$ cat src/include/pdrv_pkg.sv
// Constants shared by both ends of the predriver serial fault link.
// Assumes a 250 MHz pclk on both ends.
package pdrv_pkg;
  // Device geometry
  localparam int CHANNELS     = 4;
  localparam int CASCADE_DEVS = 2;
  localparam int LEVEL_W      = 12;
  localparam int WORD_W       = CHANNELS * CASCADE_DEVS;

  // Thresholds as millivolt codes
  localparam logic [LEVEL_W-1:0] INT_REF_MV = 12'h04e2;

  // Timing
  localparam int CLK_PERIOD_NS  = 4;
  localparam int CLK_FREQ_KHZ   = 250000;
  localparam int SETTLE_TIME_MS = 60;
  localparam int SETTLE_CYCLES  = SETTLE_TIME_MS * CLK_FREQ_KHZ;
  localparam int SCLK_HALF_NS   = 40;
  localparam int SCLK_HALF_CYC  = (SCLK_HALF_NS + CLK_PERIOD_NS - 1) / CLK_PERIOD_NS;

  // Controller register offsets
  localparam logic [7:0] CTRL_OFS   = 8'h00;
  localparam logic [7:0] CMD_OFS    = 8'h04;
  localparam logic [7:0] STATUS_OFS = 8'h08;
  localparam logic [7:0] FAULT_OFS  = 8'h0c;

  // Field positions
  localparam int CMD_START_BIT   = 0;
  localparam int CMD_RESET_BIT   = 1;
  localparam int STAT_BUSY_BIT   = 0;
  localparam int STAT_ALERT_BIT  = 1;
  localparam int STAT_RESET_BIT  = 2;

  // Reset values
  localparam logic [WORD_W-1:0] CTRL_RST  = 8'h00;
  localparam logic [WORD_W-1:0] FAULT_RST = 8'h00;
endpackage : pdrv_pkg

$ cat src/include/pdrv_link_if.sv
// Serial link between controller and a chain of predrivers.
// Fault line is open drain with a pull-up, resolved here.
`timescale 1ns/1ps
`default_nettype none
interface pdrv_link_if;
  logic cs_n;
  logic sclk;
  logic sdi;
  logic sdo;
  logic dev_reset_n;
  logic fault_alert_o;
  logic fault_alert_oe_n;
  logic fault_alert_n;

  // Pull-up wins unless the device drives low
  assign fault_alert_n = fault_alert_oe_n ? 1'b1 : fault_alert_o;

  modport host (
    output cs_n, sclk, sdi, dev_reset_n,
    input  sdo, fault_alert_n
  );
  modport dev (
    input  cs_n, sclk, sdi, dev_reset_n, fault_alert_n,
    output sdo, fault_alert_o, fault_alert_oe_n
  );
endinterface : pdrv_link_if
`default_nettype wire

$ cat src/logic/fault_timer.sv
// One channel's settle timer and drain comparison.
// Assumes levels are millivolt codes on the pclk domain.
`timescale 1ns/1ps
`default_nettype none
module fault_timer
  import pdrv_pkg::*;
#(
  parameter int SETTLE = SETTLE_CYCLES
) (
  // Clock and reset
  input  wire logic               pclk,
  input  wire logic               presetn,
  // Channel
  input  wire logic               gate_on,
  input  wire logic [LEVEL_W-1:0] drain_level,
  input  wire logic [LEVEL_W-1:0] ref_level,
  output logic                    fault
);
  localparam int CW = $clog2(SETTLE + 1);
  localparam logic [CW-1:0] LAST = CW'(SETTLE - 1);

  logic [CW-1:0] cnt_q;
  logic          gate_q;
  logic          settled_q;
  logic [1:0]    cmp_sync_q;

  wire gate_edge  = gate_on ^ gate_q;
  wire open_load  = !gate_on && (drain_level < ref_level);
  wire short_load = gate_on && (drain_level > ref_level);

  always_ff @(posedge pclk or negedge presetn) begin
    if (!presetn) begin
      cnt_q      <= '0;
      gate_q     <= 1'b0;
      settled_q  <= 1'b0;
      cmp_sync_q <= 2'b00;
    end else begin
      gate_q     <= gate_on;
      // Comparator result comes from the analog side; settle time hides the lag
      cmp_sync_q <= {cmp_sync_q[0], open_load || short_load};
      if (gate_edge) begin
        cnt_q     <= '0;
        settled_q <= 1'b0;
      end else if (!settled_q) begin
        if (cnt_q == LAST) settled_q <= 1'b1;
        else cnt_q <= cnt_q + 1'b1;
      end
    end
  end

  // Any change of gate hides the verdict until settled again
  assign fault = settled_q && !gate_edge && cmp_sync_q[1];
endmodule : fault_timer
`default_nettype wire

$ cat src/logic/predriver_chain.sv
// Device end: a cascade of four-channel predrivers sharing one link.
// Assumes the link pins come from another clock domain; pclk samples them.
//
// Notes on behaviour
// - Fault compares drain against selected reference.
// - Compare only 60 ms after gate change.
// - Select pin low picks internal reference.
// - Select pin high picks external reference.
// - Each device shifts four bits each way.
// - Serial word holds channel fault bits only.
// - Host feeds first device serial input.
// - First device output feeds second device input.
// - Second device faults leave before first's.
// - All eight fault bits out by release.
// - Channel three bit first, then two..zero.
// - Any channel error drives fault line.
// - Reset clears fault, control, fault line.
// - Reset turns every gate output off.
// - Fault register latches at select fall.
// - Next fault bit out per clock fall.
// - Control word applied at select rise.
// - Open check gate off, short check on.
//
// Local design decisions: the register offsets and register access over APB.
`timescale 1ns/1ps
`default_nettype none
module predriver_chain
  import pdrv_pkg::*;
#(
  parameter int N_DEV  = CASCADE_DEVS,
  parameter int SETTLE = SETTLE_CYCLES
) (
  // Clock and reset
  input  wire logic                             pclk,
  input  wire logic                             presetn,
  // Link
  pdrv_link_if.dev                              link,
  // Analog side as digital codes
  input  wire logic [N_DEV*CHANNELS*LEVEL_W-1:0] drain_level,
  input  wire logic [N_DEV*LEVEL_W-1:0]          external_ref_input,
  input  wire logic [N_DEV-1:0]                  ref_select_pin,
  // Gate drive
  output logic [N_DEV*CHANNELS-1:0]              gate_on
);
  // Two-stage synchronisers, plus a third stage for edges
  logic [1:0] cs_sync_q;
  logic [1:0] sclk_sync_q;
  logic [1:0] sdi_sync_q;
  logic [1:0] rst_sync_q;
  logic       cs_prev_q;
  logic       sclk_prev_q;

  always_ff @(posedge pclk or negedge presetn) begin
    if (!presetn) begin
      cs_sync_q   <= 2'b11;
      sclk_sync_q <= 2'b00;
      sdi_sync_q  <= 2'b00;
      rst_sync_q  <= 2'b00;
      cs_prev_q   <= 1'b1;
      sclk_prev_q <= 1'b0;
    end else begin
      cs_sync_q   <= {cs_sync_q[0], link.cs_n};
      sclk_sync_q <= {sclk_sync_q[0], link.sclk};
      sdi_sync_q  <= {sdi_sync_q[0], link.sdi};
      rst_sync_q  <= {rst_sync_q[0], link.dev_reset_n};
      cs_prev_q   <= cs_sync_q[1];
      sclk_prev_q <= sclk_sync_q[1];
    end
  end

  // Edge events on the synchronised pins
  wire cs_n_s    = cs_sync_q[1];
  wire cs_fall   = cs_prev_q && !cs_n_s;
  wire cs_rise   = !cs_prev_q && cs_n_s;
  wire sclk_rise = !sclk_prev_q && sclk_sync_q[1];
  wire sclk_fall = sclk_prev_q && !sclk_sync_q[1];
  wire selected  = !cs_n_s;
  wire pin_reset = !rst_sync_q[1];

  // Snapshot reaches the shift stages one cycle after select falls
  logic load_q;

  always_ff @(posedge pclk or negedge presetn) begin
    if (!presetn) load_q <= 1'b0;
    else          load_q <= cs_fall;
  end

  // Serial output of every stage; the last one reaches the pin
  logic [N_DEV-1:0] stage_sdo;
  logic [N_DEV-1:0] stage_alert;

  genvar d;
  genvar c;
  generate
    for (d = 0; d < N_DEV; d++) begin : g_dev
      logic [CHANNELS-1:0] shift_q;
      logic [CHANNELS-1:0] ctrl_q;
      logic [CHANNELS-1:0] fault_reg_q;
      logic                sdi_cap_q;
      logic                alert_q;
      logic [CHANNELS-1:0] live_fault;
      logic [LEVEL_W-1:0]  ref_level;
      logic                stage_sdi;

      // Only the first stage listens to the pin itself
      if (d == 0) begin : g_head
        assign stage_sdi = sdi_sync_q[1];
      end else begin : g_tail
        assign stage_sdi = stage_sdo[d-1];
      end

      assign ref_level = ref_select_pin[d]
                       ? external_ref_input[d*LEVEL_W +: LEVEL_W]
                       : INT_REF_MV;

      for (c = 0; c < CHANNELS; c++) begin : g_ch
        fault_timer #(
          .SETTLE      (SETTLE)
        ) u_timer (
          .pclk        (pclk),
          .presetn     (presetn),
          .gate_on     (ctrl_q[c]),
          .drain_level (drain_level[(d*CHANNELS+c)*LEVEL_W +: LEVEL_W]),
          .ref_level   (ref_level),
          .fault       (live_fault[c])
        );
      end

      // Shift register: faults leave at the top, input enters at the bottom
      always_ff @(posedge pclk or negedge presetn) begin
        if (!presetn) begin
          shift_q   <= FAULT_RST[CHANNELS-1:0];
          sdi_cap_q <= 1'b0;
        end else if (pin_reset) begin
          shift_q   <= FAULT_RST[CHANNELS-1:0];
          sdi_cap_q <= 1'b0;
        end else if (load_q) begin
          shift_q   <= fault_reg_q;
        end else if (selected && sclk_rise) begin
          sdi_cap_q <= stage_sdi;
        end else if (selected && sclk_fall) begin
          shift_q   <= {shift_q[CHANNELS-2:0], sdi_cap_q};
        end
      end

      // Fault register keeps the snapshot taken for this frame
      always_ff @(posedge pclk or negedge presetn) begin
        if (!presetn) begin
          fault_reg_q <= FAULT_RST[CHANNELS-1:0];
        end else if (pin_reset) begin
          fault_reg_q <= FAULT_RST[CHANNELS-1:0];
        end else if (cs_fall) begin
          fault_reg_q <= live_fault;
        end
      end

      // Control word takes effect only when the frame closes
      always_ff @(posedge pclk or negedge presetn) begin
        if (!presetn) begin
          ctrl_q <= CTRL_RST[CHANNELS-1:0];
        end else if (pin_reset) begin
          ctrl_q <= CTRL_RST[CHANNELS-1:0];
        end else if (cs_rise) begin
          ctrl_q <= shift_q;
        end
      end

      // Alert follows live faults, held off while reset is asserted
      always_ff @(posedge pclk or negedge presetn) begin
        if (!presetn) begin
          alert_q <= 1'b0;
        end else if (pin_reset) begin
          alert_q <= 1'b0;
        end else begin
          alert_q <= |live_fault;
        end
      end

      assign stage_sdo[d]                        = shift_q[CHANNELS-1];
      assign stage_alert[d]                      = alert_q;
      assign gate_on[d*CHANNELS +: CHANNELS]     = ctrl_q;
    end
  endgenerate

  // Last stage drives the pin, so a full chain shift empties all stages
  logic sdo_q;

  always_ff @(posedge pclk or negedge presetn) begin
    if (!presetn) begin
      sdo_q <= 1'b0;
    end else begin
      sdo_q <= stage_sdo[N_DEV-1];
    end
  end

  assign link.sdo = sdo_q;

  // Open drain: every stage can pull the shared line low
  logic fault_oe_n_q;

  always_ff @(posedge pclk or negedge presetn) begin
    if (!presetn) begin
      fault_oe_n_q <= 1'b1;
    end else begin
      fault_oe_n_q <= ~(|stage_alert);
    end
  end

  assign link.fault_alert_o    = 1'b0;
  assign link.fault_alert_oe_n = fault_oe_n_q;
endmodule : predriver_chain
`default_nettype wire

$ cat src/flat_wrapper.sv
// flat-port wrapper written by rule: the top's interface ports become plain ports
module predriver_chain_flat import pdrv_pkg::*;
#(
  parameter int N_DEV  = CASCADE_DEVS,
  parameter int SETTLE = SETTLE_CYCLES
)
  (pclk, presetn, drain_level, external_ref_input, ref_select_pin, gate_on, link_cs_n, link_sclk, link_sdi, link_dev_reset_n, link_sdo, link_fault_alert_o, link_fault_alert_oe_n);
  pdrv_link_if link_i ();
  input  wire logic pclk;
  input  wire logic presetn;
  input  wire logic [N_DEV*CHANNELS*LEVEL_W-1:0] drain_level;
  input  wire logic [N_DEV*LEVEL_W-1:0] external_ref_input;
  input  wire logic [N_DEV-1:0] ref_select_pin;
  output logic [N_DEV*CHANNELS-1:0] gate_on;
  input wire logic [$bits(link_i.cs_n)-1:0] link_cs_n;
  input wire logic [$bits(link_i.sclk)-1:0] link_sclk;
  input wire logic [$bits(link_i.sdi)-1:0] link_sdi;
  input wire logic [$bits(link_i.dev_reset_n)-1:0] link_dev_reset_n;
  output wire logic [$bits(link_i.sdo)-1:0] link_sdo;
  output wire logic [$bits(link_i.fault_alert_o)-1:0] link_fault_alert_o;
  output wire logic [$bits(link_i.fault_alert_oe_n)-1:0] link_fault_alert_oe_n;
  assign link_i.cs_n = link_cs_n;
  assign link_i.sclk = link_sclk;
  assign link_i.sdi = link_sdi;
  assign link_i.dev_reset_n = link_dev_reset_n;
  assign link_sdo = link_i.sdo;
  assign link_fault_alert_o = link_i.fault_alert_o;
  assign link_fault_alert_oe_n = link_i.fault_alert_oe_n;
  predriver_chain #(.N_DEV(N_DEV), .SETTLE(SETTLE)) u_core (.pclk(pclk), .presetn(presetn), .link(link_i), .drain_level(drain_level), .external_ref_input(external_ref_input), .ref_select_pin(ref_select_pin), .gate_on(gate_on));
endmodule
$ cat config.mk
export PLATFORM = sky130hd
export DESIGN_NAME = predriver_chain_flat
export DESIGN_NICKNAME = d
export VERILOG_FILES = /design/src/include/pdrv_pkg.sv /design/src/include/pdrv_link_if.sv /design/src/logic/fault_timer.sv /design/src/logic/predriver_chain.sv /design/src/flat_wrapper.sv
export SDC_FILE = /design/constraint.sdc
export NUM_CORES = 1
export LEC_CHECK = 0
export ABC_CLOCK_PERIOD_IN_PS = 5900
export CAP_MARGIN = 20
export CORE_ASPECT_RATIO = 0.9
export CORE_UTILIZATION = 45
export DETAILED_ROUTE_END_ITERATION = 16
export DONT_BUFFER_PORTS = 1
export HOLD_SLACK_MARGIN = 0.15
export PLACE_DENSITY = 0.58
export SYNTH_ARGS = -nofsm -noshare
export SYNTH_HDL_FRONTEND = slang
export SYNTH_HIERARCHICAL = 1
export SYNTH_SLANG_ARGS = --single-unit
$ cat constraint.sdc
create_clock -name pclk -period 5.9 [get_ports pclk]
set_input_delay 0.295 -clock pclk [delete_from_list [all_inputs] [get_ports pclk]]
set_output_delay 0.295 -clock pclk [all_outputs]
set_load 0.02 [all_outputs]
# Word level (Yosys, flattened, before mapping)
# Index checks and enable logic that the tools add are counted.
[op_classes] add_sub_neg=8 order_cmp=16 n_eq_ne=30 n_mux=74 n_bitwise=9 reduce_logical=79
[ops] cell="two-way mux 24 bit" n=24
[ops] cell="adder 24 x 1 -> 24 bit, second input constant" n=8
[ops] cell="== test 24 bit, second input constant" n=8
[ops] cell="> comparator 12 bit" n=8
[ops] cell="less-than comparator 12 bit" n=8
[ops] cell="two-way mux 4 bit" n=16
[ops] cell="logical AND 1 bit" n=38
[ops] cell="two-way mux 1 bit" n=32
[ops] cell="two-way mux 12 bit" n=2
[ops] cell="inequality test 2 bit, second input constant" n=12
[ops] cell="zero test 1 bit" n=20
[ops] cell="AND reduction 2 bit" n=10
[ops] cell="inequality test 2 x 1 -> 1 bit, second input constant" n=8
[ops] cell="logical OR 1 bit" n=8
[ops] cell="OR reduction 4 bit" n=2
[ops] cell="XOR 1 bit" n=8
[ops] cell="inequality test 3 bit, second input constant" n=2
[ops] cell="OR reduction 2 bit" n=1
[ops] cell="inverter 1 bit" n=1
[word_totals] ff_bits=265 inputBits=128

# Depth between registers and ports, before layout
# Gate-level depths: netlist of the first run.
[logic_depth] depth_word=7 mapped_depth=9

# By module
# The synthesis of the first run kept the hierarchy.
[by_module_without_submodules] module="fault_timer" n_inst=8 cells_per_inst=203 area_each_um2=1835.5 seq_area_each_um2=700.7
[by_module_without_submodules] module="predriver_chain" n_inst=1 cells_per_inst=153 area_each_um2=1836.8 seq_area_each_um2=1031.0
[by_module_without_submodules] module="predriver_chain_flat" n_inst=1 cells_per_inst=1 area_each_um2=6.3 seq_area_each_um2=0.0

# Worst setup path after synthesis of the first run
# Ideal clock, no wire load.
[synth_timing] path_type="register to register" from="register u_core.g_dev[0].g_ch[0].u_timer.cnt_q[0]" to="register u_core.g_dev[0].g_ch[0].u_timer.cnt_q[3]" setup_ps=120 arrival_ps=1935 path_slack_ps=3845 stages_incl_launch_ff=7 n_path_buf=1 synth_period_minus_slack_ps=2055 path_cell_list="dfrtp_1 > ha_1 > nand2_1 > nor4_1 > a21oi_1 > clkbuf_1 > a41o_2"
[synth_via] elab_chain_len=4 word_cells_on_any_way=7 cone_classes="add/sub (1); eq/ne (2); mux (3); reduce/logical (1)"
[synth_rtl] item="start: declaration" line_no="fault_timer.sv:22" source="logic [CW-1:0] cnt_q;"
[synth_rtl] item="start signal: assignment" line_no="fault_timer.sv:46" source="else cnt_q <= cnt_q + 1'b1;"
[synth_rtl] item="adder 24 x 1 -> 24 bit" line_no="fault_timer.sv:46"
[synth_rtl] item="two-way mux 24 bit" line_no="fault_timer.sv:45" source="if (cnt_q == LAST) settled_q <= 1'b1;"
[synth_rtl] item="two-way mux 24 bit" line_no="fault_timer.sv:44" source="end else if (!settled_q) begin"
[synth_rtl] item="two-way mux 24 bit" line_no="fault_timer.sv:41" source="if (gate_edge) begin"
# Parallel ways exist; a longest one is shown, timed or not. The select of a mux whose other input is x is not followed.
# A chain may end at the register's enable or synchronous reset.

# Final worst setup path of the first run
[layout_timing] from="register u_core.g_dev[0].g_ch[0].u_timer.cnt_q[0]" to="register u_core.g_dev[0].g_ch[0].u_timer.cnt_q[4]"
# Same word-level chain as after synthesis.

==> metrics, run 1 <==
largest net degree at the start of global routing=about 270; CTS tree=yes; area post-placement=between 0.015 and 0.02 mm^2; status=complete, but fails checks; Reg-to-Reg Start=u_core/g_dev[0].g_ch[0].u_timer/cnt_q[0]; Setup Fix Bufs, Post-CTS=0; routed len/inst=16.9 um; Fin Hold WS=-0.570 ns; Finished Layout Cells=~2300; row cnt=66; final layout net count=between 2000 and 2500; First DRT Iteration DRCs=around 830; # Max-Cap Violations=0; die height=between 150 and 200 um; drt via density=5.75; Critical Path RT=around 6.4 ns; syn nets=roughly 2000; Synth Area per Inst=9.30 um^2; Rel. slew slack=0.256; min cycle time layout=between 2 and 2.5 ns; PD cells=249 mW/mm^2; crit path from=u_core/g_dev[0].g_ch[0].u_timer/cnt_q[0]; Placer Congestion=approximately 0.85; crit start category=flop; total track usage=0.207; DRC viols=0; Arr. time, crit path=about 2.9 ns; crit end category=flop; final hold vios=about 270; overall routed net length=roughly 38 mm; initial antenna violation count=3; cells on worst reg2reg path=6; Mapped Cells=between 1500 and 2000; cts hold-fix bufs=12; grt ovf=0; RSZ-0062 raised after global routing=false; Slew Viols, Final=0; DR pass1 iterations=5; synthesized area=roughly 0.017 mm^2; vias in the first global route=about 13000; Critical path destination=u_core/g_dev[0].g_ch[0].u_timer/cnt_q[4]; Worst Skew=approximately 0.0075 ns; Yosys warning count=6; failing checks=negative hold slack; Critical Path Fanout Max=15; Hold Path Class=primary input to asynchronous set/reset pin; Tcrit/Tclk final=0.404; CTS buffer count=30; Worst VDD drop=between 0.2 and 0.25 mV; Port Buffer Count=0; # IOs=around 140; total power draw=~4.5 mW; Die ar.=about 0.037 mm^2; via count=13095; critical path class=flop to flop; share of cells above drive strength 1=0.110; Reg clk slew, reported paths=about 0.06 ns; Layout area overhead=9.90%; CTS Root Cell=clkbuf_16; # clock sinks=~270; Post-DRT Antenna Nets=0; first-pass GRT wire length=64.5 mm; Final HPWL DP=26.8 mm; Setup violations, final=0; placed insts=2205; Clock Latency Late Sink=between 0.5 and 0.6 ns; fmax=around 420 MHz; RR Endpoint=u_core/g_dev[0].g_ch[0].u_timer/cnt_q[4]; R2R setup slack=about 3.5 ns; Initial Utilization=0.457; clk buf depth=3; Setup TNS Final=0 ns; core area=~0.036 mm^2; final instance area=approximately 0.018 mm^2; post-CTS resize count=0; die width=slightly above 200 um; Leak=about 8.4 nW; Slew @ Worst Pin=~1.1 ns; H-tree levels=1
worst min path at each step:
stage                        from                                        end  slack [ns]  cells after the start
after floorplan           presetn                    u_core/g_dev[0].alert_q     -0.0006                      0
after global placement    presetn  u_core/g_dev[0].g_ch[0].u_timer/cnt_q[10]        0.02                      0
after detailed placement  presetn   u_core/g_dev[0].g_ch[0].u_timer/cnt_q[8]        0.02                      0
after CTS                 presetn  u_core/g_dev[0].g_ch[0].u_timer/cnt_q[16]       -0.58                      0
after global routing      presetn   u_core/g_dev[0].g_ch[0].u_timer/cnt_q[5]       -0.59                      0
final                     presetn   u_core/g_dev[0].g_ch[0].u_timer/cnt_q[8]       -0.57                      0
stage by stage:
stage,hold slack [ns],utilization,worst slack [ns]
CTS,-0.583,0.501,3.48
global route,-0.591,0.502,3.28
detailed placement,0.0173,0.469,3.47
finish,-0.570,0.502,3.52
global placement,0.0169,0.469,3.58
floorplan,-0.000591,-,3.84
area by class of cell:
cell class / instances / area, um^2
fillers: 3382 / 18000
multi-input cells: 1326 / 9150
flip-flops and latches: 265 / 6640
clock buffers: 49 / 943
well taps: 476 / 596
inverters: 121 / 454
repair buffers: 35 / 293
clock inverters: 6 / 80.1
diodes: 1 / 2.50
report_power, final:
| part | switching [mW] | internal, mW |
|---|---|---|
| registers | 0.152 | 1.93 |
| logic | 0.261 | 0.270 |
| clock network | 0.746 | 1.17 |
| total | 1.16 | 3.37 |
critical path, stage by stage (launching register included):
cell	delay, ns
dfrtp_1	0.40
ha_1	0.30
nand2_1	0.14
nor4_1	0.56
a21oi_1	0.47
nand4_1	0.24
mux2i_1	0.20
layout by cell type (no fill, tap or decap), drive strengths merged, types with 26 or more instances in the layout:
| master | count |
|---|---|
| dfrtp | 261 |
| nor2 | 202 |
| nand2 | 160 |
| inv | 121 |
| ha | 104 |
| a21oi | 97 |
| nand4 | 88 |
| nand3 | 64 |
| clkbuf | 49 |
| xor2 | 48 |
| mux2i | 42 |
| xnor2 | 40 |
| a31o | 40 |
| and3 | 40 |
| a31oi | 32 |
| a41o | 32 |
| nand2b | 29 |
| nor2b | 26 |
registers in the layout, summed over array words and instances, names as in the netlist, 2 cells and up:
register / cells
u_core/g_dev.g_ch.u_timer/cmp_sync_q: 16
u_core/g_dev.ctrl_q: 8
u_core/g_dev.g_ch.u_timer/gate_q: 8
u_core/g_dev.g_ch.u_timer/settled_q: 8
u_core/g_dev.alert_q: 2
u_core/rst_sync_q: 2
u_core/g_dev.fault_reg_q: 8
u_core/sdi_sync_q: 2
u_core/g_dev.sdi_cap_q: 2
u_core/sclk_sync_q: 2
u_core/cs_sync_q: 2
u_core/g_dev.g_ch.u_timer/cnt_q: 192
u_core/g_dev.shift_q: 8
metal layers:
metal | share of wire | vias up | track usage
met3 | 0.045 | 41 | 0.0397
li1 | - | 6473 | -
met5 | 0.00065 | - | 0
met2 | 0.44 | 221 | 0.326
met4 | 0.014 | 4 | 0.0373
met1 | 0.50 | 6356 | 0.298
No activity file was read; power rests on OpenSTA's default activity.
==> run 2: changes to the inputs <==
- ABC_AREA: unset -> 1
- ABC_CLOCK_PERIOD_IN_PS: 5900 -> 2400
- clock period: 5.9 -> 2.4 ns (I/O delays scaled with it)
==> metrics, run 2 <==
cts hold-fix bufs=103 (+91); # Max-Cap Violations=0 (unchanged); crit start category=primary input; final layout net count=3130 (+56%); DRC viols=0 (unchanged); PD cells=536 mW/mm^2 (+110%); critical path class=primary input to flop; Fin Hold WS=-0.752 ns (-0.183 ns); fillcell total=4237 (+25%); Regs by FF count=u_core/g_dev.g_ch.u_timer/cnt_q x192, u_core/g_dev.g_ch.u_timer/cmp_sync_q x16; status=complete, but fails checks; drt via density=4.97 (-14%); synthesized area=0.0196 mm^2 (+18%); final hold vios=265 (unchanged); via count=17269 (+32%); Synth Area per Inst=6.99 um^2 (-25%); Yosys warning count=6 (unchanged); placed insts=3317 (+50%); # clock sinks=265 (unchanged); commonest non-fill, non-tap cells in the layout=nand2_1 (989), inv_1 (364), nor2_1 (301), dfrtp_1 (261), nand3_1 (135); CTS tree=yes; die height=200 um (+8.7%); First DRT Iteration DRCs=1175 (+42%); die width=222 um (+8.7%); CTS Root Cell=clkbuf_16; Setup Fix Bufs, Post-CTS=0 (unchanged); Critical Path Fanout Max=3 (-12); H-tree levels=1 (unchanged); grt ovf=0 (unchanged); Slew Viols, Final=0 (unchanged); routed len/inst=13.6 um (-20%); Placer Congestion=0.881 (+3.8%); crit end category=flop; fmax=between 400 and 500 MHz; syn nets=3030 (+51%); Post-DRT Antenna Nets=0 (unchanged); commonest non-fill, non-tap cell in the layout=nand2_1; Finished Layout Cells=3478 (+53%); max reg flops=192 (unchanged); initial antenna violation count=0 (-3); core area=0.0429 mm^2 (+19%); Setup TNS Final=0 ns (unchanged); Most flops, register=u_core/g_dev.g_ch.u_timer/cnt_q; ANT cells=0 (-1); Critical Path RT=2.91 ns (-3.47 ns); Worst VDD drop=0.593 mV (+190%); Mapped Cells=2798 (+57%); # IOs=139 (unchanged); Rel. slew slack=0.597 (+0.341); vias in the first global route=16209 (+28%); post-CTS resize count=0 (unchanged); Clock Latency Late Sink=0.58 ns (+0.02 ns); largest net degree at the start of global routing=266 (unchanged); final core occ=0.513 (+0.0112); min cycle time layout=between 2 and 2.5 ns; Final HPWL DP=34.5 mm (+29%); clk buf depth=3 (unchanged); total track usage=0.217 (+0.00977); DR pass1 iterations=5 (unchanged); Port Buffer Count=0 (unchanged); first-pass GRT wire length=79.9 mm (+24%); Layout area overhead=12.6%; Worst Skew=0.0172 ns (+0.00969 ns); total power draw=11.8 mW (+160%); Setup violations, final=0 (unchanged); CTS buffer count=31 (+3.3%); overall routed net length=47.2 mm (+23%); row cnt=72 (+9.1%); Initial Utilization=0.456 (-0.000789); RSZ-0062 raised after global routing=false; Die ar.=0.0443 mm^2 (+18%); Tcrit/Tclk final=0.925; failing checks=negative hold slack; Leak=10.3 nW (+22%); share of cells above drive strength 1=0.0975 (-0.0124); Arr. time, crit path=2.73 ns (-0.13 ns); Slew @ Worst Pin=0.605 ns (-0.511 ns); Reg clk slew, reported paths=0.06 ns (about the same); Hold Path Class=primary input to asynchronous set/reset pin
-- run 2: stage by stage --
| step | area, um^2 | setup slack, ns |
|---|---|---|
| after global placement | 19900 | 0.599 |
| after CTS | 22000 | 0.233 |
| final | 22000 | 0.180 |
| after floorplan | 19600 | 0.880 |
| after detailed placement | 19900 | 0.527 |
| after global routing | 22000 | 0.0736 |
-- run 2: final timing paths --
check,from,to,slack [ns],cells after the start
worst max-delay path,drain_level[15],u_core/g_dev[0].g_ch[1].u_timer/cmp_sync_q[0],0.18,11
worst min-delay path,presetn,u_core/g_dev[1].g_ch[2].u_timer/cnt_q[3],-0.75,0
worst max register to register,u_core/g_dev[1].ctrl_q[2],u_core/g_dev[1].g_ch[2].u_timer/cnt_q[2],0.53,6
worst min register to register,u_core/g_dev[1].g_ch[0].u_timer/cmp_sync_q[0],u_core/g_dev[1].g_ch[0].u_timer/cmp_sync_q[1],0.35,0
max in group asynchronous,presetn,u_core/g_dev[0].g_ch[2].u_timer/cmp_sync_q[1],2.63,0
min in group pclk,drain_level[28],u_core/g_dev[0].g_ch[2].u_timer/cmp_sync_q[0],0.18,7
-- run 2: worst max-delay path: stages --
cell           delay [ns]
dlygate4sd3_1        0.54
ha_1                 0.34
a21oi_1              0.15
dlygate4sd3_1        0.56
nand2_1              0.06
nand2_1              0.13
dlygate4sd3_1        0.58
nand3_1              0.07
nand2_1              0.07
nand2_1              0.06
inv_1                0.05
-- run 2: layout make-up --
class | count | area, um^2 | area share
well taps | 555 | 694 | 0.0316
clock buffers | 41 | 863 | 0.0392
repair buffers | 106 | 1050 | 0.0479
multi-input cells | 2126 | 11200 | 0.508
clock inverters | 17 | 194 | 0.00881
inverters | 368 | 1380 | 0.0628
flip-flops and latches | 265 | 6640 | 0.302
-- run 2: where the power goes --
part	total [mW]	leakage, nW	internal [mW]	switching, mW
logic	1.71	6.25	0.759	0.949
registers	5.17	3.51	4.79	0.380
clock network	4.91	0.524	2.95	1.96
-- run 2: layer usage --
metal	vias to the layer above	routed length, um	global-route usage
met2	307	20600	0.347
li1	8955	-	-
met5	-	0	0
met1	7946	23000	0.303
met3	61	2510	0.0397
met4	0	1070	0.0550
==> run 3: changes to the inputs <==
==> constraint.sdc (replaced) <==
create_clock -name pclk -period 2.4 [get_ports pclk]
set_input_delay 0.6 -clock pclk [delete_from_list [all_inputs] [get_ports pclk]]
set_output_delay 0.6 -clock pclk [all_outputs]
set_load 0.02 [all_outputs]
==> metrics, run 3 (synthesized netlist as in run 2, its figures left out) <==
Fin Hold WS=-0.285 ns (+0.467 ns); core area=0.0429 mm^2 (unchanged); Initial Utilization=0.456 (unchanged); clk buf depth=3 (unchanged); die height=200 um (unchanged); pre-CTS WS=0.425 ns (-0.101 ns); critical path class=flop to output pin; share of cells above drive strength 1=0.101 (+0.00324); # clock sinks=265 (unchanged); overall routed net length=47.5 mm (+0.70%); failing checks=negative hold slack; largest net degree at the start of global routing=266 (unchanged); # Max-Cap Violations=0 (unchanged); Slew Viols, Final=0 (unchanged); Setup violations, final=0 (unchanged); Slew @ Worst Pin=0.910 ns (+0.306 ns); Final HPWL DP=35.6 mm (+2.9%); post-CTS resize count=0 (unchanged); die width=222 um (unchanged); DR pass1 iterations=5 (unchanged); First DRT Iteration DRCs=1071 (-8.9%); # IOs=139 (unchanged); fmax=507 MHz (+13%); final instance area=0.0210 mm^2 (-4.5%); area post-placement=0.0200 mm^2 (+0.19%); Hold Path Class=primary input to asynchronous set/reset pin; Clock Latency Late Sink=0.59 ns (about the same); commonest non-fill, non-tap cells in the layout=nand2_1 (989), inv_1 (364), nor2_1 (301), dfrtp_1 (261), nand3_1 (135); delay-heaviest family, CP=flip-flops; Worst VDD drop=0.530 mV (-11%); Placer Congestion=0.912 (+3.5%); first-pass GRT wire length=79.8 mm (-0.21%); via count=16913 (-2.1%); Layout area overhead=7.44%; Rel. slew slack=0.393 (-0.204); cts hold-fix bufs=4 (-96%); CTS buffer count=31 (unchanged); max reg flops=192 (unchanged); slowest stage cell, crit path=dfrtp_1; Port Buffer Count=0 (unchanged); crit-path cells=buf_4; Most flops, register=u_core/g_dev.g_ch.u_timer/cnt_q; crit start category=flop; Post-DRT Antenna Nets=0 (unchanged); Reg clk slew, reported paths=0.06 ns (about the same); Critical Path Fanout Max=7 (+4); CTS Root Cell=clkbuf_16; fillcell total=4331 (+2.2%); total track usage=0.217 (about the same); status=complete, but fails checks; commonest non-fill, non-tap cell in the layout=nand2_1; initial antenna violation count=1 (+1); final layout net count=3036 (-3.0%); vias in the first global route=15996 (-1.3%); H-tree levels=1 (unchanged); DRC viols=0 (unchanged); Leak=9.92 nW (-3.6%); crit end category=output pin; Setup TNS Final=0 ns (unchanged); CTS tree=yes; Die ar.=0.0443 mm^2 (unchanged); grt ovf=0 (unchanged); drt via density=4.99 (+0.60%); PnR worst setup slack=0.428 ns (+0.247 ns); max incr delay on CP=0.55 ns (-0.03 ns); min cycle time layout=1.97 ns (-0.247 ns); Tcrit/Tclk final=0.822 (-0.103); Buf/Inv on CP=1 (-3); Worst Skew=0.0177 ns (+0.000477 ns); row cnt=72 (unchanged); RSZ-0062 raised after global routing=false; Arr. time, crit path=1.37 ns (-1.36 ns); Critical Path RT=1.80 ns (-1.11 ns); PD cells=545 mW/mm^2 (+1.8%); Regs by FF count=u_core/g_dev.g_ch.u_timer/cnt_q x192, u_core/g_dev.g_ch.u_timer/cmp_sync_q x16; final hold vios=261 (-1.5%); routed len/inst=14.0 um (+3.4%); Setup Fix Bufs, Post-CTS=0 (unchanged)
run 3: changes by cell type in the layout (fill, tap and decap cells not counted):
cell           previous run  this run
buf_4                     3         8
bufinv_16                 4         3
clkbuf_1                  5        10
clkbuf_8                  5         3
clkinv_2                 10         9
clkinvlp_4                2         1
diode_2                   0         2
dlygate4sd3_1           103         4
run 3: final timing paths:
check                      slack [ns]  cells past startpoint                                     start                                         to
max                              0.43                      1                 u_core/g_dev[0].ctrl_q[0]                                 gate_on[0]
min                             -0.29                      0                                   presetn  u_core/g_dev[1].g_ch[2].u_timer/cnt_q[19]
max reg2reg                      0.50                      6  u_core/g_dev[1].g_ch[3].u_timer/cnt_q[0]   u_core/g_dev[1].g_ch[3].u_timer/cnt_q[2]
min reg2reg                      0.34                      0                       u_core/cs_sync_q[0]                        u_core/cs_sync_q[1]
max in group asynchronous        1.93                      0                                   presetn  u_core/g_dev[0].g_ch[0].u_timer/cnt_q[14]
min in group pclk                0.34                      0                       u_core/cs_sync_q[0]                        u_core/cs_sync_q[1]
run 3: report_power, final:
part	internal, mW	switching (mW)	leakage (nW)
clock network	2.79	1.97	0.498
logic	0.618	0.909	5.91
registers	4.80	0.370	3.51
run 3: through the flow:
step	power, mW	std cells	hold WS, ns	utilization
after floorplan	6.43	2798	0.304	-
after global placement	6.70	3322	0.312	0.465
after detailed placement	6.77	3322	0.314	0.465
after CTS	11.6	3384	-0.319	0.490
after global routing	12.1	3384	-0.319	0.490
final	11.5	3386	-0.285	0.490
run 3: cell type report:
class	instances	area, um^2	area share
multi-input combinational	2126	11200	0.532
tap	555	694	0.0331
inverter	368	1380	0.0658
sequential	265	6640	0.316
antenna	2	5.00	0.000238
timing repair buffer	12	100	0.00476
clock inverter	14	151	0.00721
clock buffer	44	855	0.0407
run 3: layer usage:
layer | global-route usage | wire, um | vias up
li1 | - | - | 8779
met1 | 0.295 | 23000 | 7781
met2 | 0.358 | 21200 | 275
met3 | 0.0403 | 2250 | 76
met4 | 0.0540 | 1090 | 2
met5 | 0 | 13 | -
